===== config.mk =====
export PLATFORM = sky130hd
export DESIGN_NAME = buck_regulator_control_regs
export DESIGN_NICKNAME = d
export VERILOG_FILES = /design/src/verilog/buck_regs_pkg.sv /design/src/verilog/pfail_cmp.sv /design/src/verilog/buck_regulator_control_regs.sv
export VERILOG_INCLUDE_DIRS = /design/src /design/src/verilog
export SDC_FILE = /design/constraint.sdc
export NUM_CORES = 1
export LEC_CHECK = 0
export BUFFER_PORTS_ARGS = -buffer_cell sky130_fd_sc_hd__buf_2
export CAP_MARGIN = 20
export CORE_UTILIZATION = 54
export CTS_CLUSTER_SIZE = 24
export DETAILED_ROUTE_END_ITERATION = 8
export GPL_TIMING_DRIVEN = 0
export HOLD_SLACK_MARGIN = 0.1
export MAX_ROUTING_LAYER = met4
export PLACE_DENSITY = 0.9
export REMOVE_ABC_BUFFERS = 1
export SYNTH_ARGS = -nofsm -noshare
export SYNTH_HDL_FRONTEND = slang
export SYNTH_SLANG_ARGS = --single-unit
export TNS_END_PERCENT = 50

===== constraint.sdc =====
create_clock -name CLK -period 2.95 [get_ports CLK]
set_input_delay 0.295 -clock CLK [delete_from_list [all_inputs] [get_ports CLK]]
set_output_delay 0.295 -clock CLK [all_outputs]
set_load 0.03 [all_outputs]

===== src/verilog/buck_regs_map.svh =====
// Register offsets, field positions, reset values for the buck register bank
`ifndef BUCK_REGS_MAP_SVH
`define BUCK_REGS_MAP_SVH

`define OFS_REG_A_CTRL    12'h004
`define OFS_REG_B_CTRL    12'h008
`define OFS_REG_C_CTRL    12'h00c
`define OFS_PEAK_AB       12'h014
`define OFS_PEAK_C        12'h018
`define OFS_MAX_ON        12'h01c
`define OFS_LOAD_A        12'h020
`define OFS_LOAD_B        12'h024
`define OFS_LOAD_C        12'h028
`define OFS_ALERT_A       12'h030
`define OFS_ALERT_B       12'h034
`define OFS_ALERT_C       12'h038
`define OFS_OUT_READY     12'h040
`define OFS_ZCAL_A        12'h044
`define OFS_ZCAL_B        12'h048
`define OFS_ZCAL_C        12'h04c
`define OFS_LIMIT_CFG     12'h080

`define RANGE_BIT         7
`define VSET_MSB          6
`define RST_RANGE         1'h1
`define RST_VSET_A        7'h78
`define RST_VSET_B        7'h32
`define RST_VSET_C        7'h32
`define RST_PEAK_AB       32'h0000_0088
`define RST_PEAK_C        32'h0000_0008
`define RST_MAX_ON        32'h0000_0008
`define RST_PFAIL_CODE    8'h00

`endif


===== src/verilog/buck_regs_pkg.sv =====
// Types shared by the buck register bank
package buck_regs_pkg;
    typedef logic [7:0] ctrl_t;
    typedef enum logic [1:0] {
        ST_IDLE   = 2'b00,
        ST_ACCESS = 2'b01
    } bus_st_t;
endpackage


===== src/verilog/pfail_cmp.sv =====
// Compares a programmed regulator setting against the rail's reset level
`timescale 1ns/1ns
module pfail_cmp (
    input  wire logic [7:0] setting,
    input  wire logic [7:0] limit,
    output logic            below
);
    // Range bit adds 10 steps of base offset; compare in 10 mV units
    logic [7:0] level;
    assign level = {1'b0, setting[6:0]} + (setting[7] ? 8'h0a : 8'h00);
    assign below = (level < limit);
endmodule


===== src/verilog/buck_regulator_control_regs.sv =====
// APB register bank for the three-output buck supply controller
//
// Operation
// - Bit 7 selects range, resets 1
// - Bits 6:0 set voltage, 10 mV steps
// - Regulator A voltage resets to 0x78
// - Regulator B same layout, resets 0x32
// - Setting below fail level triggers rail reset
// - Controls decode at 0x04, 0x08, 0x0c
// - Read-only output ready status at 0x40
// - Supply below threshold resets its domain
//
// The APB slave port was left to the implementer.
`timescale 1ns/1ns
`include "buck_regs_map.svh"
module buck_regulator_control_regs (
    input  wire logic        CLK,
    input  wire logic        RSTN,
    input  wire logic        PSEL,
    input  wire logic        PENABLE,
    input  wire logic        PWRITE,
    input  wire logic [11:0] PADDR,
    input  wire logic [31:0] PWDATA,
    input  wire logic [3:0]  PSTRB,
    output logic      [31:0] PRDATA,
    output logic             PREADY,
    output logic             PSLVERR,
    input  wire logic [2:0]  OUT_READY,
    input  wire logic [2:0]  RAIL_LOW,
    output logic      [7:0]  BUCK_A_CTRL,
    output logic      [7:0]  BUCK_B_CTRL,
    output logic      [7:0]  BUCK_C_CTRL,
    output logic      [2:0]  RAIL_RESET
);
    // Whole state in one struct
    typedef struct packed {
        buck_regs_pkg::ctrl_t    ctl_a;
        buck_regs_pkg::ctrl_t    ctl_b;
        buck_regs_pkg::ctrl_t    ctl_c;
        logic [23:0]             limits;
        logic [2:0]              rst_req;
        logic [31:0]             rdata;
        logic                    err;
        buck_regs_pkg::bus_st_t  st;
    } state_t;

    state_t cur_ff;
    state_t nxt_st;

    logic       setup;
    logic       access;
    logic [2:0] below;

    // Address map decode, used by the error check only; the read mux decodes PADDR itself
    function automatic logic mapped(input logic [11:0] a);
        case (a)
            `OFS_REG_A_CTRL, `OFS_REG_B_CTRL, `OFS_REG_C_CTRL,
            `OFS_PEAK_AB, `OFS_PEAK_C, `OFS_MAX_ON,
            `OFS_LOAD_A, `OFS_LOAD_B, `OFS_LOAD_C,
            `OFS_ALERT_A, `OFS_ALERT_B, `OFS_ALERT_C,
            `OFS_OUT_READY, `OFS_ZCAL_A, `OFS_ZCAL_B, `OFS_ZCAL_C,
            `OFS_LIMIT_CFG: mapped = 1'b1;
            default:        mapped = 1'b0;
        endcase
    endfunction

    // Writes only land on the writable words
    function automatic logic writable(input logic [11:0] a);
        writable = (a == `OFS_REG_A_CTRL) || (a == `OFS_REG_B_CTRL) ||
                   (a == `OFS_REG_C_CTRL) || (a == `OFS_LIMIT_CFG);
    endfunction

    assign setup  = PSEL && !PENABLE;
    assign access = PSEL && PENABLE;

    // One comparator per regulator output
    genvar gi;
    generate
        for (gi = 0; gi < 3; gi = gi + 1) begin : g_cmp
            logic [7:0] setting;
            assign setting = (gi == 0) ? cur_ff.ctl_a :
                             (gi == 1) ? cur_ff.ctl_b : cur_ff.ctl_c;
            pfail_cmp u_cmp (
                .setting (setting),
                .limit   (cur_ff.limits[gi*8 +: 8]),
                .below   (below[gi])
            );
        end
    endgenerate

    // Next-state logic; read data captured in setup so it is ready at access
    always_comb begin
        nxt_st         = cur_ff;
        nxt_st.rst_req = 3'h0;
        case (cur_ff.st)
            buck_regs_pkg::ST_IDLE: begin
                if (setup) begin
                    nxt_st.st  = buck_regs_pkg::ST_ACCESS;
                    nxt_st.err = !mapped(PADDR) ||
                                 (PWRITE && !writable(PADDR));
                    nxt_st.rdata = 32'h0000_0000;
                    if (!PWRITE) begin
                        case (PADDR)
                            `OFS_REG_A_CTRL: nxt_st.rdata =
                                {24'h000000, cur_ff.ctl_a};
                            `OFS_REG_B_CTRL: nxt_st.rdata =
                                {24'h000000, cur_ff.ctl_b};
                            `OFS_REG_C_CTRL: nxt_st.rdata =
                                {24'h000000, cur_ff.ctl_c};
                            `OFS_PEAK_AB:    nxt_st.rdata = `RST_PEAK_AB;
                            `OFS_PEAK_C:     nxt_st.rdata = `RST_PEAK_C;
                            `OFS_MAX_ON:     nxt_st.rdata = `RST_MAX_ON;
                            `OFS_OUT_READY:  nxt_st.rdata =
                                {29'h00000000, OUT_READY};
                            `OFS_LIMIT_CFG:  nxt_st.rdata =
                                {8'h00, cur_ff.limits};
                            default:         nxt_st.rdata = 32'h0000_0000;
                        endcase
                    end
                end
            end
            buck_regs_pkg::ST_ACCESS: begin
                nxt_st.st = buck_regs_pkg::ST_IDLE;
                // Reserved words refuse writes with an error, state unchanged
                if (access && PWRITE && !cur_ff.err && PSTRB[0]) begin
                    case (PADDR)
                        `OFS_REG_A_CTRL: nxt_st.ctl_a = PWDATA[7:0];
                        `OFS_REG_B_CTRL: nxt_st.ctl_b = PWDATA[7:0];
                        `OFS_REG_C_CTRL: nxt_st.ctl_c = PWDATA[7:0];
                        default: ;
                    endcase
                end
                if (access && PWRITE && !cur_ff.err &&
                    PADDR == `OFS_LIMIT_CFG) begin
                    if (PSTRB[0]) nxt_st.limits[7:0]   = PWDATA[7:0];
                    if (PSTRB[1]) nxt_st.limits[15:8]  = PWDATA[15:8];
                    if (PSTRB[2]) nxt_st.limits[23:16] = PWDATA[23:16];
                end
            end
            default: nxt_st.st = buck_regs_pkg::ST_IDLE;
        endcase
        // A low setting or a low monitored rail pulls the rail reset
        nxt_st.rst_req = below | RAIL_LOW;
    end

    // Monitored rail low: that domain's control word goes back to reset, its limit byte is kept
    always_ff @(posedge CLK or negedge RSTN) begin
        if (!RSTN) begin
            cur_ff.ctl_a   <= {`RST_RANGE, `RST_VSET_A};
            cur_ff.ctl_b   <= {`RST_RANGE, `RST_VSET_B};
            cur_ff.ctl_c   <= {`RST_RANGE, `RST_VSET_C};
            cur_ff.limits  <= {3{`RST_PFAIL_CODE}};
            cur_ff.rst_req <= 3'h0;
            cur_ff.rdata   <= 32'h0000_0000;
            cur_ff.err     <= 1'b0;
            cur_ff.st      <= buck_regs_pkg::ST_IDLE;
        end else begin
            cur_ff <= nxt_st;
            if (RAIL_LOW[0])
                cur_ff.ctl_a <= {`RST_RANGE, `RST_VSET_A};
            if (RAIL_LOW[1])
                cur_ff.ctl_b <= {`RST_RANGE, `RST_VSET_B};
            if (RAIL_LOW[2])
                cur_ff.ctl_c <= {`RST_RANGE, `RST_VSET_C};
        end
    end

    // Bus answers in the second cycle of every access
    assign PREADY      = (cur_ff.st == buck_regs_pkg::ST_ACCESS);
    assign PSLVERR     = PREADY && cur_ff.err;
    assign PRDATA      = cur_ff.rdata;
    assign BUCK_A_CTRL = cur_ff.ctl_a;
    assign BUCK_B_CTRL = cur_ff.ctl_b;
    assign BUCK_C_CTRL = cur_ff.ctl_c;
    assign RAIL_RESET  = cur_ff.rst_req;

    // Assertions
    property p_reset_a;
        @(posedge CLK) disable iff (!RSTN)
        $rose(RSTN) |-> BUCK_A_CTRL == 8'hf8;
    endproperty
    a_reset_a: assert property (p_reset_a) else $error("A reset bad");

    property p_write_a;
        @(posedge CLK) disable iff (!RSTN)
        (PREADY && PWRITE && !PSLVERR && PSTRB[0] && !RAIL_LOW[0] &&
         PADDR == `OFS_REG_A_CTRL) |=> BUCK_A_CTRL == $past(PWDATA[7:0]);
    endproperty
    a_write_a: assert property (p_write_a) else $error("A write lost");

    property p_write_b;
        @(posedge CLK) disable iff (!RSTN)
        (PREADY && PWRITE && !PSLVERR && PSTRB[0] && !RAIL_LOW[1] &&
         PADDR == `OFS_REG_B_CTRL) |=> BUCK_B_CTRL == $past(PWDATA[7:0]);
    endproperty
    a_write_b: assert property (p_write_b) else $error("B write lost");

    property p_rd_upper;
        @(posedge CLK) disable iff (!RSTN)
        (PREADY && !PWRITE && PADDR[11:4] == 8'h00) |-> PRDATA[31:8] == 0;
    endproperty
    a_rd_upper: assert property (p_rd_upper) else $error("Upper bits");

    property p_ready_rd;
        @(posedge CLK) disable iff (!RSTN)
        (setup && !PWRITE && PADDR == `OFS_OUT_READY) |=>
            PRDATA[2:0] == $past(OUT_READY);
    endproperty
    a_ready_rd: assert property (p_ready_rd) else $error("Ready rd");

    property p_low_rst;
        @(posedge CLK) disable iff (!RSTN)
        RAIL_LOW[1] |=> BUCK_B_CTRL == 8'hb2 && RAIL_RESET[1];
    endproperty
    a_low_rst: assert property (p_low_rst) else $error("Rail rst");

    property p_pfail;
        @(posedge CLK) disable iff (!RSTN)
        below[0] |=> RAIL_RESET[0];
    endproperty
    a_pfail: assert property (p_pfail) else $error("Fail rst");

    property p_ro_err;
        @(posedge CLK) disable iff (!RSTN)
        (setup && PWRITE && PADDR == `OFS_PEAK_AB) |=> PSLVERR;
    endproperty
    a_ro_err: assert property (p_ro_err) else $error("RO write ok");

    c_wr: cover property (@(posedge CLK) PREADY && PWRITE && !PSLVERR);
    c_rd: cover property (@(posedge CLK) PREADY && !PWRITE);
    c_err: cover property (@(posedge CLK) PSLVERR);
    c_rst: cover property (@(posedge CLK) |RAIL_RESET);
endmodule


## Yosys cells after proc, flatten, opt, wreduce, memory -nomap -nowiden

Cells that the tools add are included.

| word-level totals | value |
|---|---|
| bits in registers | 78 |
| bits of input ports | 59 |
| logic and storage cells | 93 |
| output and inout port bits | 61 |

| cells by class | value |
|---|---|
| bitwise logic cells | 1 |
| multiplexer cells | 22 |
| magnitude comparators | 3 |
| eq/ne operators | 19 |
| $add $sub $neg | 3 |
| reductions and logical operators | 35 |

Operators with widths:

| kind | count |
|---|---|
| $pmux W24 S7 | 1 |
| $eq A12 B6 Y1 const B | 6 |
| $mux W24 | 3 |
| $mux W8 | 9 |
| $eq A12 B7 Y1 const B | 4 |
| $mux W48 | 1 |
| $eq A12 B5 Y1 const B | 3 |
| $add A7 B8 Y8 | 3 |
| $eq A12 B4 Y1 const B | 2 |
| $lt A8 B8 Y1 | 3 |
| $reduce_and A3 Y1 | 6 |
| $reduce_bool A2 Y1 | 9 |
| $reduce_or A17 Y1 | 1 |
| $eq A12 B3 Y1 const B | 1 |
| $eq A12 B8 Y1 const B | 1 |
| $mux W4 | 3 |
| $logic_and A1 B1 Y1 | 8 |
| $logic_not A1 Y1 | 4 |
| $logic_or A1 B1 Y1 | 4 |
| $mux W2 | 2 |
| $mux W1 | 3 |
| $or A3 B3 Y3 | 1 |
| $eq A2 B1 Y1 const B | 1 |
| $logic_not A2 Y1 | 1 |
| 3 further kinds | 3 |

## Depth between registers and ports, before layout

| logic depth | value |
|---|---|
| depth in word-level cells | 7 |
| mapped depth | 10 |

## By module

A second synthesis with hierarchy kept.

| unflattened totals | value |
|---|---|
| cells, all modules | 463 |
| area total of the unflattened synthesis | 4757.1 µm² |

By module, submodules not included:

| module | cells an instance | area an instance (µm²) | seq. area each (µm²) | times used |
|---|---|---|---|---|
| buck_regulator_control_regs | 347 | 3916.3 | 1943.1 | 1 |
| pfail_cmp at g_cmp[0].u_cmp ... | 39 | 279.0 | 0.0 | 2 |
| pfail_cmp at g_cmp[2].u_cmp | 38 | 282.8 | 0.0 | 1 |

## Least setup slack after synthesis

OpenSTA, ideal clock, no wires.

| timing | value |
|---|---|
| kind | input port to flip-flop |
| start | in PADDR[7] |
| end | reg cur_ff, in the netlist BUCK_A_CTRL[3] |
| setup time | 82 ps |
| setup slack | 462 ps |
| path buffers | 4 |
| data arrival time | 2406 ps |
| cell stages on the path | 8 |
| cell sequence | buf_2 > or4_4 > buf_6 > or4_4 > buf_6 > or3_4 > buf_6 > a211o_1 |

| between the ends | value |
|---|---|
| longest elaborated chain between the ends | 3 |

RTL lines:

| what | RTL line | text |
|---|---|---|
| start: declaration | buck_regulator_control_regs.sv:22 | `input wire logic [11:0] PADDR,` |
| $eq A12 B3 Y1 | buck_regulator_control_regs.sv:126 | `case (PADDR)` |
| $reduce_bool A2 Y1 (no source line) | -- |  |
| $reduce_and A3 Y1 (no source line) | -- |  |
| end signal: assignment | buck_regulator_control_regs.sv:158 | `cur_ff <= nxt_st;` |
| end: declaration | buck_regulator_control_regs.sv:47 | `state_t cur_ff;` |

No other way between the ends.
A chain may end at the register's enable or synchronous reset.

## Final worst setup path

| timing | value |
|---|---|
| start | reg cur_ff[0] (netlist name) |
| end | reg cur_ff, in the netlist PRDATA[8] |

| between the ends | value |
|---|---|
| longest elaborated chain between the ends | 2 |

RTL lines:

| what | RTL line | text |
|---|---|---|
| $logic_not A2 Y1 | buck_regulator_control_regs.sv:95 | `case (cur_ff.st)` |
| $reduce_and A2 Y1 (no source line) | -- |  |

No other way between the ends.

==> impl_summary.log <==
INFO  metric yosys_warnings = 0
INFO  metric cp_top_family = simple AND/OR/NAND/NOR gates
INFO  metric remaining_drc_errors = 0
INFO  metric drt-wirelength-per-cell = about 18 µm
INFO  metric leakagePower = around 0.0026 µW
INFO  metric nets = 610
INFO  metric area_growth_syn_to_layout = 7.61%
INFO  metric critPathMaxStageDelay = about 0.89 ns
INFO  metric cts_max_level = 3
INFO  metric synth-compound-area-share = 15.4%
INFO  metric clock_tree_from_tritoncts = yes
INFO  metric mappedNetlistArea = 4740 µm²
INFO  metric worst_setup_path_start_kind = register
INFO  metric final_layout_size_suffix_gt1_share = 30.4%
INFO  metric clk_path_buf_depth = 2
INFO  metric synth_edf_count = 0
INFO  metric synthTopCellsByCount = 64 x sky130_fd_sc_hd__dfrtp_1, 59 x sky130_fd_sc_hd__buf_4, 42 x sky130_fd_sc_hd__nand2_1
INFO  metric routed_wirelength = between 10,000 and 15,000 µm
INFO  metric drt-vias-per-instance = around 5.8
INFO  metric final_count_of_negative_setup_slack_endpoints = 0
INFO  metric path_cells = or3b_2, nor4_4, a22o_1
INFO  metric critical_path.startpoint = cur_ff[0]
INFO  metric clk_latency = around 0.36 ns
INFO  metric routed-via-count = between 3,000 and 4,000
INFO  metric die_x = between 90 and 100 µm
INFO  metric cts_resized = 0
INFO  metric syn-mean-instance-area = roughly 10 µm²
INFO  metric max-cap-violations = 0
INFO  metric first_global_vias = approximately 3,600
INFO  metric post_synth_main_area_contributors = sky130_fd_sc_hd__dfrtp_1 34%, sky130_fd_sc_hd__buf_4 9.4%, sky130_fd_sc_hd__ha_1 7.9%
INFO  metric io_pins = 120
INFO  metric grt_max_degree = just under 80
INFO  metric unrepaired_setup_endpoints_after_global_routing = no
INFO  metric synth_simple_gate_area_share = 12.3%
INFO  metric number_of_flip_flops_and_latches_in_the_synthesized_netlist = between 70 and 80
INFO  metric dpl_hpwl = 8320 µm
INFO  metric yosys.area_share.adder = 7.93%
INFO  metric globalRouteTotalUtil = between 20% and 30%
INFO  metric critical_path.endpoint_type = register
INFO  metric sequential_cell_area_fraction_in_the_yosys_report = 41.0%
INFO  metric crit_path_max_fanout = 29
INFO  metric finalNonFillerCells = approximately 630
INFO  metric status = finished clean
INFO  metric period_needed = ~2.6 ns
INFO  metric final.hold.worst_slack = approximately 0.15 ns
INFO  metric tritoncts.num_buffers = 9
INFO  metric synth_top_flop_cell = sky130_fd_sc_hd__dfrtp_1
INFO  metric final-max-slew-violation-count = 0
INFO  metric diodes = 0
INFO  metric final_cycle_share = just under 90%
INFO  metric postCtsSetupBuffers = 0
INFO  metric synth_top_family_by_area = compound AO/OA/AOI/OAI gates
INFO  metric clkSlewWorstSetupHoldPaths = around 0.080 ns
INFO  metric placementRows = 33
INFO  metric vdd.ir_drop.worst = 0.000180 V
INFO  metric worst_pin_slew = approximately 0.92 ns
INFO  metric synth-xor-area-share = roughly 2.6%
INFO  metric post-synth-top-count-cell = sky130_fd_sc_hd__dfrtp_1
INFO  metric detail_route.first_pass.iterations = 8
INFO  metric postLayoutCellArea = 5100 µm²
INFO  metric critical_path.slowest_cell = sky130_fd_sc_hd__nor4_4
INFO  metric dpl.cell_count = between 600 and 700
INFO  metric drtIter0Drc = ~300
INFO  metric critical_path_required = ~3.2 ns
INFO  metric placement.cell_area = 4900 µm²
INFO  metric globalRouteOverflowTotal = 0
INFO  metric synthMuxAreaShare = 7.11%
INFO  metric grt_pass1_wl = 17,700 µm
INFO  metric fin_skew = around 0.0070 ns
INFO  metric dieHeight = between 90 and 100 µm
INFO  metric fmaxAchievable = just under 400 MHz
INFO  metric detail-route-antenna-nets = 0
INFO  metric biggest_area_consumer_among_synthesized_cells = sky130_fd_sc_hd__dfrtp_1
INFO  metric port-buffer-count = 102
INFO  metric fp.coreArea = about 8300 µm²
INFO  metric power.density_cell_area = approximately 390 nW/µm²
INFO  metric crit_path_kind = reg2reg
INFO  metric async_s_r_ff_share_synth = 100%
INFO  metric critical_path_buf_inv_count = 0
INFO  metric final_hold_viol_count = 0
INFO  metric ff_to_ff_start = cur_ff[0]
INFO  metric min_from = RAIL_LOW[2]
INFO  metric clock_tree_root_buffer_cell = sky130_fd_sc_hd__clkbuf_8
INFO  metric postSynthCellCount = approximately 480
INFO  metric clock-sinks = 77
INFO  metric design.die.area = between 9000 and 10,000 µm²
INFO  metric post-synth-top-area-fraction = roughly a third
INFO  metric hp-class = in2reg
INFO  metric critical_path_arrival = about 2.9 ns
INFO  metric relSlewSlack = 37.9%
INFO  metric netlist-cell-type-count = 51
INFO  metric initial_utilization = about 57%
INFO  metric antenna_violations_before_repair = 0
INFO  metric finalWeightedCongestion = between 0.9 and 1
==> per-stage QoR <==
step,power [µW],utilization (%),worst slack (ns),TNS [ns]
6_report,1980,61.1,0.379,0
5_1_grt,2060,61.1,0.215,0
4_1_cts,1990,61.1,0.374,0
3_5_place_dp,1240,58.8,0.165,0
3_3_place_gp,1230,58.2,-0.0192,-0.196
2_1_floorplan,1140,-,0.467,0
==> where the power goes <==
part	internal (µW)	switching, µW	total, µW
clock network	357	403	760
registers	1060	4.58	1060
logic	49.4	105	155
==> worst reg2reg max path, cell delays in order, from the launching register on <==
cell	delay [ns]
sky130_fd_sc_hd__dfrtp_1	0.53
sky130_fd_sc_hd__or3b_2	0.82
sky130_fd_sc_hd__nor4_4	0.90
sky130_fd_sc_hd__a22o_1	0.26
==> kinds of logic after synthesis <==
kind of cell / count (synthesis)
buf+inv: 104
fa+ha+maj: 30
other cells: 1
compound gates: 103
xor+xnor: 14
simple gates: 116
mux: 31
flops: 77
==> area by class of cell <==
class / instances / area [µm²]
fillers: 702 / 3240
multi-input cells: 302 / 2180
flip-flops and latches: 77 / 1940
repair buffers: 105 / 556
clock buffers: 12 / 155
well taps: 105 / 131
inverters: 26 / 97.6
clock inverters: 4 / 30.0
==> what timing repair did <==
item                                    4_1_cts  5_1_grt
hold buffers                                  1        0
endpoints found under the setup margin        0        0
hold endpoints to repair                     64        0
==> cell usage in the layout (no fill, tap or decap), drive strengths merged, types with 13 or more instances in the layout <==
master / instances
nor2: 32
dfstp: 13
buf: 104
inv: 28
a21oi: 16
o21ai: 18
nand2: 42
a22o: 19
ha: 30
mux2: 21
dfrtp: 64
==> per-layer routing <==
| metal | GRT usage (%) | up-vias | part of all wire [%] |
|---|---|---|---|
| met3 | 6.14 | 30 | 7.4 |
| met2 | 41.3 | 171 | 47 |
| met1 | 33.7 | 1780 | 43 |
| met5 | - | - | 0 |
| met4 | 10.7 | 0 | 2.4 |
| li1 | - | 1704 | - |
==> final timing paths <==
check,to,slack (ns),depth (start not counted)
min in group asynchronous,PRDATA[12],0.48,3
worst max-delay path,PRDATA[8],0.38,3
worst min register to register,PRDATA[7],0.48,2
max in group asynchronous,BUCK_A_CTRL[7],2.11,3
worst max register to register,PRDATA[8],0.38,3
worst min-delay path,BUCK_C_CTRL[2],0.15,2
==> registers in the layout (all words and copies together), names as in the netlist <==
register     cells
BUCK_A_CTRL      8
BUCK_B_CTRL      8
BUCK_C_CTRL      8
PRDATA          24
RAIL_RESET       3
cur_ff          26
(Power assumes the default switching activity.)
